<file path="config.mk">
export PLATFORM = sky130hd
export DESIGN_NAME = dobsrv_regs
export DESIGN_NICKNAME = d
export VERILOG_FILES = /design/src/hdl/dobsrv_pkg.sv /design/src/hdl/dobsrv_pin_mux.sv /design/src/hdl/dobsrv_regs.sv
export SDC_FILE = /design/constraint.sdc
export NUM_CORES = 1
export LEC_CHECK = 0
export BUFFER_PORTS_ARGS = -buffer_cell sky130_fd_sc_hd__buf_2
export CAP_MARGIN = 20
export CORE_MARGIN = 1.5
export CORE_UTILIZATION = 48
export DETAILED_ROUTE_END_ITERATION = 10
export HOLD_SLACK_MARGIN = 0.08
export PLACE_DENSITY = 0.87
export SLEW_MARGIN = 20
export SYNTH_ARGS = -nofsm -noshare
export SYNTH_HDL_FRONTEND = slang
export SYNTH_SLANG_ARGS = --single-unit
</file>
<file path="constraint.sdc">
create_clock -name clk -period 1.1 [get_ports clk]
set_clock_uncertainty 0.1 [all_clocks]
set_input_delay 0.055 -clock clk [delete_from_list [all_inputs] [get_ports clk]]
set_output_delay 0.055 -clock clk [all_outputs]
set_load 0.03 [all_outputs]
</file>
<file path="src/hdl/dobsrv_pkg.sv">
// package: register map, selector codes and identity defaults
package dobsrv_pkg;
  // ==========================================================
  // register offsets
  localparam logic [4:0] OFS_OBSERVE_SEL = 5'h11;
  localparam logic [4:0] OFS_TYPE_DESC = 5'h1B;
  localparam logic [4:0] OFS_CORE_VER = 5'h1C;
  localparam logic [4:0] OFS_LOGIC_VER = 5'h1D;
  localparam logic [4:0] OFS_RECV_VER = 5'h1E;
  localparam logic [4:0] OFS_PAGE_SEL = 5'h1F;
  // ==========================================================
  // reset values and widths
  localparam logic [9:0] OBSERVE_SEL_RST = 10'h000;
  localparam logic [2:0] PAGE_SEL_RST = 3'h0;
  localparam int SEL_W = 10;
  localparam int PAGE_W = 3;
  // ==========================================================
  // selector codes
  localparam logic [9:0] SEL_DIVCLK = 10'h000;
  localparam logic [5:0] SEL_BBIT_HI = 6'h10;
  localparam logic [9:0] SEL_AND_B = 10'h20F;
  localparam logic [9:0] SEL_OR_B = 10'h21F;
  localparam logic [9:0] SEL_AND_A = 10'h22F;
  localparam logic [9:0] SEL_OR_A = 10'h23F;
  localparam logic [9:0] SEL_INT_LOW = 10'h3C0;
  localparam logic [9:0] SEL_INT_HIGH = 10'h3C1;
  localparam logic [9:0] SEL_CONST_LO = 10'h3FE;
  localparam logic [9:0] SEL_CONST_HI = 10'h3FF;
  // ==========================================================
  // type descriptor fields
  localparam int TYPE_DSP_LSB = 2;
  localparam logic [1:0] DSP_FILT_AND_MOD = 2'h3;
  localparam logic [1:0] DSP_MOD_ONLY = 2'h2;
  localparam logic [1:0] DSP_FILT_ONLY = 2'h1;
  localparam logic [1:0] DSP_NONE = 2'h0;
  localparam logic [1:0] FRONTEND_RECV = 2'h1;
  // divided clock ratio to sample clock
  localparam int DIVCLK_RATIO = 8;
  localparam logic [1:0] DIV_HALF_TERM = 2'h3;
endpackage

</file>
<file path="src/hdl/dobsrv_pin_mux.sv">
// module: observation pin multiplexer
`timescale 1ns/1ps
module dobsrv_pin_mux (
  input wire logic [9:0] sel,
  input wire logic div_clk,
  input wire logic [15:0] recv_a,
  input wire logic [15:0] recv_b,
  input wire logic interrupt_out,
  output logic pin_value
);
  always_comb begin
    pin_value = 1'b0; // unlisted codes idle low
    if (sel == dobsrv_pkg::SEL_DIVCLK) begin
      pin_value = div_clk;
    end else if (sel[9:4] == dobsrv_pkg::SEL_BBIT_HI) begin
      pin_value = recv_b[sel[3:0]];
    end else begin
      unique case (sel)
        dobsrv_pkg::SEL_AND_B: pin_value = &recv_b;
        dobsrv_pkg::SEL_OR_B: pin_value = |recv_b;
        dobsrv_pkg::SEL_AND_A: pin_value = &recv_a;
        dobsrv_pkg::SEL_OR_A: pin_value = |recv_a;
        dobsrv_pkg::SEL_INT_LOW: pin_value = ~interrupt_out;
        dobsrv_pkg::SEL_INT_HIGH: pin_value = interrupt_out;
        dobsrv_pkg::SEL_CONST_LO: pin_value = 1'b0;
        dobsrv_pkg::SEL_CONST_HI: pin_value = 1'b1;
        default: pin_value = 1'b0;
      endcase
    end
  end
endmodule

</file>
<file path="src/hdl/dobsrv_regs.sv">
// module: observe mux and identity register bank
`timescale 1ns/1ps
module dobsrv_regs #(
  parameter logic [1:0] DSP_PRESENT = dobsrv_pkg::DSP_FILT_AND_MOD,
  parameter logic CALIBRATED = 1'b0,
  // version numbers: arbitrary values
  parameter logic [7:0] CORE_VERSION = 8'h01,
  parameter logic [7:0] LOGIC_VERSION = 8'h01,
  parameter logic [7:0] RECV_VERSION = 8'h01
) (
  input wire logic clk,
  input wire logic rst_n,
  input wire logic reg_wr,
  input wire logic reg_rd,
  input wire logic [4:0] reg_addr,
  input wire logic [7:0] reg_wdata,
  output logic [7:0] reg_rdata,
  input wire logic [15:0] recv_a,
  input wire logic [15:0] recv_b,
  input wire logic interrupt_out,
  output logic observe_pin,
  output logic [2:0] page
);
  // ==========================================================
  // reset synchroniser
  logic rst_s1_ff;
  logic rst_s2_ff;
  always_ff @(posedge clk or negedge rst_n) begin
    if (!rst_n) begin
      rst_s1_ff <= 1'b0;
      rst_s2_ff <= 1'b0;
    end else begin
      rst_s1_ff <= 1'b1;
      rst_s2_ff <= rst_s1_ff;
    end
  end
  wire logic srst_n = rst_s2_ff;

  // ==========================================================
  // registers: the ten-bit selector does not fit one byte, so
  // page 0 holds bits 7:0 and any other page bits 9:8 at the
  // same offset; the pin may show a mixed code between the two
  // writes, which software should expect
  logic [9:0] sel_ff;
  logic [9:0] nxt_sel;
  logic [2:0] page_ff;
  logic [2:0] nxt_page;
  logic [7:0] rdata_ff;
  logic [7:0] nxt_rdata;
  logic [7:0] type_desc;
  logic [1:0] div_ff;
  logic [1:0] nxt_div;
  logic div_clk_ff;
  logic nxt_div_clk;
  logic pin_comb;
  logic pin_ff;

  assign type_desc = {CALIBRATED, dobsrv_pkg::FRONTEND_RECV, 1'b0,
                      DSP_PRESENT, 2'h0};

  always_comb begin
    nxt_sel = sel_ff;
    nxt_page = page_ff;
    nxt_rdata = rdata_ff;
    // the selector is ten bits wide: page 0 holds bits 7:0,
    // page 1 at the same offset holds bits 9:8
    if (reg_wr && reg_addr == dobsrv_pkg::OFS_OBSERVE_SEL) begin
      if (page_ff == 3'h0) begin
        nxt_sel[7:0] = reg_wdata;
      end else begin
        nxt_sel[9:8] = reg_wdata[1:0];
      end
    end
    if (reg_wr && reg_addr == dobsrv_pkg::OFS_PAGE_SEL) begin
      nxt_page = reg_wdata[2:0];
    end
    // version offsets ignore writes entirely
    if (reg_rd) begin
      unique case (reg_addr)
        dobsrv_pkg::OFS_OBSERVE_SEL:
          nxt_rdata = (page_ff == 3'h0) ? sel_ff[7:0]
                                        : {6'h00, sel_ff[9:8]};
        dobsrv_pkg::OFS_TYPE_DESC: nxt_rdata = type_desc;
        dobsrv_pkg::OFS_CORE_VER: nxt_rdata = CORE_VERSION;
        dobsrv_pkg::OFS_LOGIC_VER: nxt_rdata = LOGIC_VERSION;
        dobsrv_pkg::OFS_RECV_VER: nxt_rdata = RECV_VERSION;
        dobsrv_pkg::OFS_PAGE_SEL: nxt_rdata = {5'h00, page_ff};
        default: nxt_rdata = 8'h00;
      endcase
    end
  end

  // divide by eight: toggle every fourth clock, clk is the sample clock
  always_comb begin
    nxt_div = div_ff + 2'h1;
    nxt_div_clk = div_clk_ff;
    if (div_ff == dobsrv_pkg::DIV_HALF_TERM) begin
      nxt_div_clk = ~div_clk_ff;
    end
  end

  always_ff @(posedge clk or negedge srst_n) begin
    if (!srst_n) begin
      sel_ff <= dobsrv_pkg::OBSERVE_SEL_RST;
      page_ff <= dobsrv_pkg::PAGE_SEL_RST;
      rdata_ff <= 8'h00;
      div_ff <= 2'h0;
      div_clk_ff <= 1'b0;
      pin_ff <= 1'b0;
    end else begin
      sel_ff <= nxt_sel;
      page_ff <= nxt_page;
      rdata_ff <= nxt_rdata;
      div_ff <= nxt_div;
      div_clk_ff <= nxt_div_clk;
      pin_ff <= pin_comb;
    end
  end

  // ==========================================================
  // pin mux
  dobsrv_pin_mux i_dobsrv_pin_mux (
    .sel(sel_ff),
    .div_clk(div_clk_ff),
    .recv_a(recv_a),
    .recv_b(recv_b),
    .interrupt_out(interrupt_out),
    .pin_value(pin_comb)
  );

  assign observe_pin = pin_ff;
  assign reg_rdata = rdata_ff;
  assign page = page_ff;

  // ==========================================================
  // checks: the pin shows what the mux saw one edge earlier
  chk_divclk_route: assert property (
    @(posedge clk) disable iff (!srst_n)
    $past(sel_ff) == dobsrv_pkg::SEL_DIVCLK |->
    observe_pin == $past(div_clk_ff))
    else $error("divided clock not on pin");
  chk_divclk_period: assert property (
    @(posedge clk) disable iff (!srst_n)
    $rose(div_clk_ff) |-> div_clk_ff [*4] ##1 !div_clk_ff)
    else $error("divided clock period wrong");
  chk_bbit_route: assert property (
    @(posedge clk) disable iff (!srst_n)
    $past(sel_ff[9:4]) == dobsrv_pkg::SEL_BBIT_HI |->
    observe_pin == $past(recv_b[sel_ff[3:0]]))
    else $error("channel B bit not routed");
  chk_b_reduce: assert property (
    @(posedge clk) disable iff (!srst_n)
    $past(sel_ff) == dobsrv_pkg::SEL_AND_B |->
    observe_pin == $past(&recv_b))
    else $error("channel B AND wrong");
  chk_b_or: assert property (
    @(posedge clk) disable iff (!srst_n)
    $past(sel_ff) == dobsrv_pkg::SEL_OR_B |->
    observe_pin == $past(|recv_b))
    else $error("channel B OR wrong");
  chk_a_and: assert property (
    @(posedge clk) disable iff (!srst_n)
    $past(sel_ff) == dobsrv_pkg::SEL_AND_A |->
    observe_pin == $past(&recv_a))
    else $error("channel A AND wrong");
  chk_a_reduce: assert property (
    @(posedge clk) disable iff (!srst_n)
    $past(sel_ff) == dobsrv_pkg::SEL_OR_A |->
    observe_pin == $past(|recv_a))
    else $error("channel A OR wrong");
  chk_int_low: assert property (
    @(posedge clk) disable iff (!srst_n)
    $past(sel_ff) == dobsrv_pkg::SEL_INT_LOW |->
    observe_pin == !$past(interrupt_out))
    else $error("inverted interrupt wrong");
  chk_int_high: assert property (
    @(posedge clk) disable iff (!srst_n)
    $past(sel_ff) == dobsrv_pkg::SEL_INT_HIGH |->
    observe_pin == $past(interrupt_out))
    else $error("direct interrupt wrong");
  chk_const_lo: assert property (
    @(posedge clk) disable iff (!srst_n)
    $past(sel_ff) == dobsrv_pkg::SEL_CONST_LO |-> !observe_pin)
    else $error("constant low wrong");
  chk_const_hi: assert property (
    @(posedge clk) disable iff (!srst_n)
    $past(sel_ff) == dobsrv_pkg::SEL_CONST_HI |-> observe_pin)
    else $error("constant high wrong");
  chk_type_read: assert property (
    @(posedge clk) disable iff (!srst_n)
    reg_rd && reg_addr == dobsrv_pkg::OFS_TYPE_DESC |=>
    reg_rdata[dobsrv_pkg::TYPE_DSP_LSB +: 2] == DSP_PRESENT)
    else $error("processing field wrong");
  chk_core_ver: assert property (
    @(posedge clk) disable iff (!srst_n)
    reg_rd && reg_addr == dobsrv_pkg::OFS_CORE_VER |=>
    reg_rdata == CORE_VERSION)
    else $error("core version read wrong");
  chk_logic_ver: assert property (
    @(posedge clk) disable iff (!srst_n)
    reg_rd && reg_addr == dobsrv_pkg::OFS_LOGIC_VER |=>
    reg_rdata == LOGIC_VERSION)
    else $error("logic version read wrong");
  chk_recv_ver: assert property (
    @(posedge clk) disable iff (!srst_n)
    reg_rd && reg_addr == dobsrv_pkg::OFS_RECV_VER |=>
    reg_rdata == RECV_VERSION)
    else $error("receiver version read wrong");
  chk_page_write: assert property (
    @(posedge clk) disable iff (!srst_n)
    reg_wr && reg_addr == dobsrv_pkg::OFS_PAGE_SEL |=>
    page == $past(reg_wdata[2:0]))
    else $error("page write lost");
  chk_page_back: assert property (
    @(posedge clk) disable iff (!srst_n)
    reg_wr && reg_addr == dobsrv_pkg::OFS_PAGE_SEL ##1 !reg_wr ##1
    reg_rd && reg_addr == dobsrv_pkg::OFS_PAGE_SEL |=>
    reg_rdata == {5'h00, $past(reg_wdata[2:0], 3)})
    else $error("page readback wrong");
  chk_unlisted: assert property (
    @(posedge clk) disable iff (!srst_n)
    $past(sel_ff) == 10'h155 |-> !observe_pin)
    else $error("unlisted code not low");
  cov_divclk: cover property (@(posedge clk) $rose(div_clk_ff));
  cov_bbit: cover property (@(posedge clk) sel_ff[9:4] == 6'h10);
  cov_int_high: cover property (@(posedge clk) sel_ff == 10'h3C1);
  cov_page_wr: cover property (@(posedge clk)
    reg_wr && reg_addr == 5'h1F);
  cov_unlisted: cover property (@(posedge clk) sel_ff == 10'h155);
endmodule

</file>
# --- Word-level counts from Yosys, hierarchy flattened ---
# Cells that the tools add are included.
word_totals:
  register_bits: 27
  input_bits: 50
  wordCells: 47
op_classes:
  addsub: 1
  magnitude_cmp: 1
  eq_ne: 15
  muxes: 7
  bitwise: 3
  n_reduce_logical: 11
ops:
  columns: ["op", "count"]
  rows:
  - ["10-bit equality test, second input constant", 7]
  - ["8-bit case mux with 4 select lines", 1]
  - ["16-bit AND reduction", 2]
  - ["16-bit OR reduction", 2]
  - ["5-bit equality test, second input constant", 6]
  - ["10-bit zero test", 1]
  - ["8-bit 2-to-1 mux", 1]
  - ["1-bit case mux with 7 select lines", 1]
  - ["6-bit by 5-bit equality test with 1-bit output, second input constant", 1]
  - ["4-bit by 5-bit < comparator with 1-bit output, second input constant", 1]
  - ["1-bit binary-select mux with 4-bit select", 1]
  - ["2-bit AND reduction", 2]
  - ["3-bit zero test", 1]
  - ["1-bit 2-to-1 mux", 3]
  - ["1-bit inverter", 3]
  - ["3-bit OR reduction", 1]
  - ["2-bit by 1-bit adder with 2-bit output, second input constant", 1]
  - ["2-bit equality test, second input constant", 1]
  - ["1-bit logical AND", 2]

# --- Logic depth before layout (Yosys ltp) ---
# Gate-level depths: netlist of run 1.
logic_depth:
  ltp_word: 4
  ltp_mapped: 6
  depth_no_buf: 5

# --- Cells and area by module ---
# A second synthesis of run 1 with hierarchy kept.
unflattened:
  cells_unflattened: 139
  hier_area_um2: 1607.8
modules_own_cells:
  columns: ["mod", "instances", "cells_per_inst", "area_per_inst_um2"]
  rows:
  - ["dobsrv_regs", 1, 90, 1189.9]
  - ["dobsrv_pin_mux", 1, 49, 417.9]

# --- Least setup slack after synthesis of run 1 ---
# Ideal clock, no wire load.
synth_timing:
  kind: "reg-to-reg"
  start: "register page_ff[2], in the netlist page[2]"
  end: "register sel_ff[0]"
  setup_ns: 0.125
  arrival_time_ns: 1.627
  t_required_ns: 0.875
  path_slack_ns: -0.752
  stages_incl_launch_ff: 6
  synth_period_minus_slack_ns: 1.852
  path_cell_list: "dfrtp_1 > nor3_1 > and3_1 > buf_6 > nand2_8 > mux2_4"
synth_via:
  elab_chain_cells: 2
synth_rtl:
  columns: ["element", "line_no", "rtl"]
  rows:
  - ["start, declared", "dobsrv_regs.sv:46", "logic [2:0] page_ff;"]
  - ["start signal, assigned", "dobsrv_regs.sv:105", "page_ff <= dobsrv_pkg::PAGE_SEL_RST;"]
  - ["start signal, assigned", "dobsrv_regs.sv:112", "page_ff <= nxt_page;"]
  - ["3-bit zero test", "dobsrv_regs.sv:68", "if (page_ff == 3'h0) begin"]
  - ["2-bit AND reduction (no line)", null, null]
  - ["end signal, assigned", "dobsrv_regs.sv:104", "sel_ff <= dobsrv_pkg::OBSERVE_SEL_RST;"]
  - ["end signal, assigned", "dobsrv_regs.sv:111", "sel_ff <= nxt_sel;"]
  - ["end, declared", "dobsrv_regs.sv:44", "logic [9:0] sel_ff;"]
# Every way passes these cells.
# A chain may end at the register's enable or synchronous reset.

# --- Final worst setup path of run 1 ---
layout_timing:
  start: "register sel_ff[0]"
  end: "register pin_ff, in the netlist observe_pin"
layout_via:
  elab_chain_cells: 4
  word_cells_on_any_way: 13
  classes_between: "eq/ne: 7; mux: 5; reduce/logical: 1"
layout_rtl:
  columns: ["element", "line_no", "rtl"]
  rows:
  - ["10-bit equality test / 1-bit binary-select mux with 4-bit select (equally long branches)", "dobsrv_pin_mux.sv:18, dobsrv_pin_mux.sv:16", null]
  - ["1-bit case mux with 7 select lines / 1-bit 2-to-1 mux (equally long branches)", "dobsrv_pin_mux.sv:18, dobsrv_pin_mux.sv:16", null]
  - ["1-bit 2-to-1 mux", "dobsrv_pin_mux.sv:15", "end else if (sel[9:4] == dobsrv_pkg::SEL_BBIT_HI) begin"]
  - ["1-bit 2-to-1 mux *", "dobsrv_pin_mux.sv:13", "if (sel == dobsrv_pkg::SEL_DIVCLK) begin"]
  - ["named net i_dobsrv_pin_mux.pin_value", "dobsrv_pin_mux.sv:9", "output logic pin_value"]
  - ["end signal, assigned", "dobsrv_regs.sv:116", "pin_ff <= pin_comb;"]
  - ["end, declared", "dobsrv_regs.sv:56", "logic pin_ff;"]
# The timed path passes the listed nets; every way through them passes the cells marked *. The select of a mux whose other input is x is not followed.

==> results of run 1 <==
==> flip-flops by register name (all words and copies together) (netlist names) <==
signal       cells
reg_rdata        8
rst_s1_ff        1
rst_s2_ff        1
page             3
sel_ff          10
observe_pin      1
div_ff           2
div_clk_ff       1
==> cells in the final DEF (no fill, tap or decap), drive strengths merged, types with 2 or more instances in the layout <==
cell / Yosys / layout
nor4: 8 / 8
a21oi: 6 / 6
buf: 3 / 98
dlygate4sd3: 0 / 12
mux2i: 4 / 4
nor2: 6 / 6
mux4: 4 / 4
nor3: 7 / 7
clkbuf: 2 / 3
a22o: 4 / 4
inv: 6 / 6
o21ai: 5 / 5
nand3: 6 / 6
nand2: 7 / 7
or4b: 2 / 2
a31oi: 2 / 2
nand4: 10 / 10
nand2b: 2 / 2
mux2: 14 / 14
dfrtp: 27 / 27
==> path summary, 6_finish.rpt <==
path | end | start | depth (start not counted)
max | observe_pin$_DFF_PN0_ | sel_ff[0]$_DFFE_PN0P_ | 5
min | reg_rdata[4]$_DFFE_PN0P_ | rst_s2_ff$_DFF_PN0_ | 1
max reg2reg | observe_pin$_DFF_PN0_ | sel_ff[0]$_DFFE_PN0P_ | 5
min reg2reg | reg_rdata[4]$_DFFE_PN0P_ | rst_s2_ff$_DFF_PN0_ | 1
max in group asynchronous | rst_s2_ff$_DFF_PN0_ | rst_n | 3
min in group clk | sel_ff[4]$_DFFE_PN0P_ | reg_wr | 3
==> power by group <==
part           switching, uW  internal [uW]
Clock                    292            139
Sequential               113           1110
Combinational            498            678
Total                    904           1920
==> through the flow <==
stage                     hold slack [ns]  total power [uW]
after global routing               0.0657              3000
after global placement             -0.259              2230
after CTS                          0.0730              2800
after detailed placement           -0.257              2260
final                              0.0799              2830
after floorplan                    -0.341              1780
==> metal layers <==
layer	up-vias	part of all wire	GRT usage
met3	11	0.053	0.0563
met2	50	0.54	0.447
met1	766	0.39	0.291
met4	0	0.018	0.0508
li1	760	-	-
met5	-	0	0
==> worst max-delay path: stages (launching register included) <==
cell and delay (ns):
dfrtp_2 0.46, mux4_2 0.51, mux2i_1 0.14, mux2_1 0.15
a21oi_1 0.07, o22a_1 0.19
==> cell type report <==
cell class | instances | area, um2 | share of cell area
clock buffers | 3 | 22.5 | 0.00918
clock inverters | 1 | 7.51 | 0.00306
inverters | 6 | 22.5 | 0.00918
multi-input cells | 102 | 881 | 0.359
flip-flops and latches | 27 | 681 | 0.278
well taps | 44 | 55.1 | 0.0224
repair buffers | 110 | 783 | 0.319
==> cell families after synthesis <==
logic type,synth area share
simple gates,0.211
flops,0.430
compound gates,0.0916
mux,0.209
buf+inv,0.0366
xor+xnor,0.0111
fa+ha+maj,0.00796
other cells,0.00239
==> repair_timing <==
action                     4_1_cts  5_1_grt
setup endpoints to repair       22       30
pin swaps                        5        2
hold endpoints to repair        24        5
resized for setup               18       27
buffers inserted                 0        6
==> impl_metrics.py, run 1 <==
metrics = {
    "logic_synthesis": {
        "synth_cells": 140,
        "yosys-top-cells-count": "dfrtp_1, nand4_1, mux2_4, nor4_1, nor3_1",
        "yosys.area.top_type": "dfrtp_1",
        "mappedNetlistArea_um2": 1570,
        "ys.flop_type": "dfrtp_1",
        "async_flop_share": 1.00,
        "ys_types": 40,
        "synth.area.top_cells": "dfrtp_1, mux2_4, mux4_1",
        "yosys.cell_count.top_type": "dfrtp_1",
        "ys_ff_latch": 27,
        "seq_area_frac_synth": 0.430,
        "synth_top_area_share": 0.430,
        "syn_nets": 191,
        "synth_edf_count": 0,
        "syn_avg_cell_area_um2": 11.2,
        "yosys_warnings": 0,
    },
    "detailed_routing": {
        "postRouteAntennaNets": 0,
        "drc": 0,
        "drtPass1Iterations": 4,
        "vias": 1587,
        "drtIter0Drc": 55,
        "drt-total-wl_mm": 4.40,
        "routed_via_density": 5.42,
        "wl_per_cell_um": 15.0,
    },
    "floorplanning": {
        "die_h_um": 60.2,
        "rows": 20,
        "io_pins": 62,
        "initial_core_util": 0.511,
        "die_x_um": 60.2,
        "coreArea_um2": 3080,
        "die_area_um2": 3630,
    },
    "power": {
        "ir_worst_vdd_mv": 1.16,
        "powerDensity_nw_per_um2": 1150,
        "p_leak_uw": 0.00117,
    },
    "finish": {
        "fill_cells": 198,
        "final_area_um2": 2450,
        "layout.cells.non_filler": 293,
        "utilization": 0.797,
        "syn_to_final_growth_pct": 56.1,
        "drive_gt1_frac": 0.542,
        "diodes": 0,
        "layout.nets": 301,
    },
    "sta": {
        "fin_crit_sh": 1.54,
        "setup_ws_ns": -0.593,
        "max_freq_mhz": 591,
        "layout_min_cycle_time_ns": 1.69,
        "setup-violations-final": 22,
        "report.final.slew_viol_count": 0,
        "final-hold-violation-count": 0,
        "rsz0062_at_grt": "true",
        "setup_tns_ns": -7.30,
    },
    "worst_setup_path": {
        "required_ns": 1.24,
        "worstPathMaxFanout": 5,
        "start_kind": "flip-flop",
        "worstSetupPathType": "flip-flop to flip-flop",
        "end_kind": "flip-flop",
        "cp.arrival_ns": 1.84,
        "ff2ff_setup_slack_ns": -0.59,
    },
    "worst_hold_path": {
        "worstHoldPathType": "flip-flop to asynchronous set/reset pin",
    },
    "clocking": {
        "htree_levels": 1,
        "postCtsHoldBufs": 12,
        "cts_root_buffer": "clkbuf_4",
        "cts_max_path_buffers": 2,
        "cts_tree": "done",
        "path_clk_slew_ns": 0.15,
        "numCtsBuffers": 3,
        "clock-sinks": 27,
        "clock_latency_ns": 0.32,
    },
    "placement": {
        "hpwl_mm": 3.14,
        "port_buffers": 61,
        "dpl_worst_slack_ns": -0.670,
        "gp_congestion": 0.845,
        "dpl_cell_area_um2": 2150,
        "dp_cells": 273,
    },
    "global_route": {
        "grt-ovfl-total": 0,
        "grt_pass1_wl_mm": 6.69,
        "grt_use_total": 0.245,
        "grt_pass1_vias": 1600,
        "antenna_found_initial": 0,
        "grt_max_degree": 17,
    },
    "outcome": {
        "violations": "setup timing",
        "outcome": "complete, but fails checks",
    },
    "run": {
        "drv_cap": 0,
    },
}
Note: power is estimated with default switching activity, not from simulation.
==> inputs of run 2 (changes only) <==
--- a/config.mk
+++ b/config.mk
@@ -9,6 +9,7 @@
 export CAP_MARGIN = 20
 export CORE_MARGIN = 1.5
 export CORE_UTILIZATION = 48
+export CTS_BUF_LIST = sky130_fd_sc_hd__clkbuf_16
 export DETAILED_ROUTE_END_ITERATION = 10
 export HOLD_SLACK_MARGIN = 0.08
 export PLACE_DENSITY = 0.87
==> run 2 against run 1 <==
  * The flow still finishes with violations (setup timing)
  * Worst hold slack improved by 0.0077 ns
  * Register-to-register slack about the same
  * Sequential power hardly changed
  * Global-route usage rose by 0.63 points
  * First-iteration DRC count rose by 75%
  * Combinational power barely moved
  * Count of clock-buffer cells in the layout did not move
  * Die area unchanged
  * Non-clock buffer count down 3
  * Critical path type unchanged
==> impl_metrics.py, run 2 (synthesized netlist as in run 1, its figures left out) <==
metrics = {
    "outcome": {
        "outcome": "complete, but fails checks",
        "violations": "setup timing",
    },
    "finish": {
        "layout.cells.non_filler": 290,
        "utilization": 0.800,
        "final_cell_mix": "buf_2, buf_4, dfrtp_1, dlygate4sd3_1",
        "layout_commonest_cell": "buf_2",
        "diodes": 0,
        "drive_gt1_frac": 0.537,
        "largest_register": "sel_ff",
        "syn_to_final_growth_pct": 56.8,
        "layout.nets": 298,
        "largest_reg_flops": 10,
    },
    "sta": {
        "max_freq_mhz": 587,
        "report.final.slew_viol_count": 0,
        "layout_min_cycle_time_ns": 1.70,
        "setup_ws_ns": -0.603,
        "fin_crit_sh": 1.55,
        "final-hold-violation-count": 0,
        "rsz0062_at_grt": "true",
        "setup-violations-final": 20,
    },
    "detailed_routing": {
        "vias": 1553,
        "route.met3.wl_um": 224,
        "drtPass1Iterations": 4,
        "routed_via_density": 5.36,
        "postRouteAntennaNets": 0,
        "wl_met2_mm": 2.33,
        "wl_per_cell_um": 14.9,
        "drtIter0Drc": 96,
        "drc": 0,
        "drt-total-wl_mm": 4.32,
        "top_layer": "met4",
        "drt-met1-wl_mm": 1.72,
    },
    "worst_hold_path": {
        "worstHoldPathType": "flip-flop to asynchronous set/reset pin",
    },
    "floorplanning": {
        "die_area_um2": 3630,
        "die_h_um": 60.2,
        "initial_core_util": 0.511,
        "die_x_um": 60.2,
        "rows": 20,
        "coreArea_um2": 3080,
        "io_pins": 62,
    },
    "run": {
        "drv_cap": 0,
    },
    "clocking": {
        "cts_root_buffer": "clkbuf_16",
        "clock-sinks": 27,
        "cts_max_path_buffers": 2,
        "path_clk_slew_ns": 0.07,
        "numCtsBuffers": 3,
        "cts_tree": "done",
        "clock_latency_ns": 0.26,
        "htree_levels": 1,
    },
    "worst_setup_path": {
        "startpoint": "sel_ff[0]$_DFFE_PN0P_",
        "start_kind": "flip-flop",
        "cp_slowest_cell": "mux4_2",
        "path_cells": "mux4_2, mux2i_1, mux2_1, a21oi_1, o22a_1",
        "end_kind": "flip-flop",
        "worstSetupPathType": "flip-flop to flip-flop",
        "path_delay_family": "multiplexers",
        "critPathBufInv": 0,
        "cp.arrival_ns": 1.76,
        "slowest_delay_ns": 0.51,
        "worstPathMaxFanout": 5,
        "required_ns": 1.15,
        "r2r_start": "sel_ff[0]$_DFFE_PN0P_",
    },
    "placement": {
        "gp_congestion": 0.845,
        "hpwl_mm": 3.14,
        "port_buffers": 61,
        "dp_cells": 273,
    },
    "global_route": {
        "grt_pass1_wl_mm": 6.76,
        "grt-ovfl-total": 0,
        "grt_pass1_vias": 1602,
        "antenna_found_initial": 0,
        "grt_max_degree": 17,
        "grt_use_total": 0.251,
    },
    "power": {
        "powerDensity_nw_per_um2": 1300,
        "ir_worst_vdd_mv": 1.18,
        "p_leak_uw": 0.00117,
    },
}
## run 2: cell count changes in the layout (fill, tap and decap cells not counted)
cell and change:
clkbuf_4 -3, nand3_2 -1, buf_6 -7, buf_4 -6
buf_12 +1, buf_8 +1, clkbuf_16 +3, nand3_4 +1
buf_2 +8
## run 2: repair_timing
action                                  in CTS  in global routing
hold buffers                                12                  0
buffers inserted                             0                  2
hold endpoints to repair                    20                  0
gates cloned                                 0                  0
gates resized for setup                     18                  6
endpoints found under the setup margin      22                 22
pin swaps                                    5                  2
## run 2: per-layer routing
metal  global-route usage  vias to the layer above
met3               0.0476                        6
met2                0.474                       50
met5                    0                        -
met4               0.0571                        0
met1                0.290                      740
li1                     -                      757
## run 2: worst register-to-register path, stage by stage, from the launching register on
cell and delay, ns:
dfrtp_2 0.44, mux4_2 0.51, mux2i_1 0.14, mux2_1 0.15
a21oi_1 0.07, o22a_1 0.19
## run 2: worst paths after layout
kind	endpoint	slack, ns	cells after the start
worst min register to register	reg_rdata[0]$_DFFE_PN0P_	0.09	1
worst max register to register	observe_pin$_DFF_PN0_	-0.60	5
worst min-delay path	reg_rdata[0]$_DFFE_PN0P_	0.09	1
min in group clk	observe_pin$_DFF_PN0_	0.15	4
max in group asynchronous	rst_s2_ff$_DFF_PN0_	0.22	3
worst max-delay path	observe_pin$_DFF_PN0_	-0.60	5
## run 2: power by group
| group | switching, uW | total (uW) | leakage, uW | internal, uW |
|---|---|---|---|---|
| registers | 105 | 1210 | 0.000350 | 1110 |
| clock network | 331 | 824 | 0.0000371 | 494 |
| logic | 496 | 1170 | 0.000786 | 670 |
| total | 932 | 3200 | 0.00117 | 2270 |
## run 2: per-stage QoR
| stage | setup slack, ns | instance area, um2 | TNS [ns] | hold slack, ns | power (uW) |
|---|---|---|---|---|---|
| final | -0.603 | 2460 | -7.43 | 0.0877 | 3200 |
| after global routing | -0.690 | 2460 | -8.43 | 0.122 | 3360 |
| after CTS | -0.611 | 2420 | -7.03 | 0.0948 | 3200 |
| after detailed placement | -0.670 | 2150 | -8.04 | -0.257 | 2260 |
| after global placement | -0.625 | 2150 | -7.42 | -0.259 | 2230 |
| after floorplan | -0.549 | 1580 | -8.02 | -0.341 | 1780 |
## run 2: layout make-up
type	count	area (um2)
clock buffers	3	75.1
multi-input cells	102	888
fillers	185	614
repair buffers	107	734
clock inverters	1	7.51
flip-flops and latches	27	681
well taps	44	55.1
inverters	6	22.5
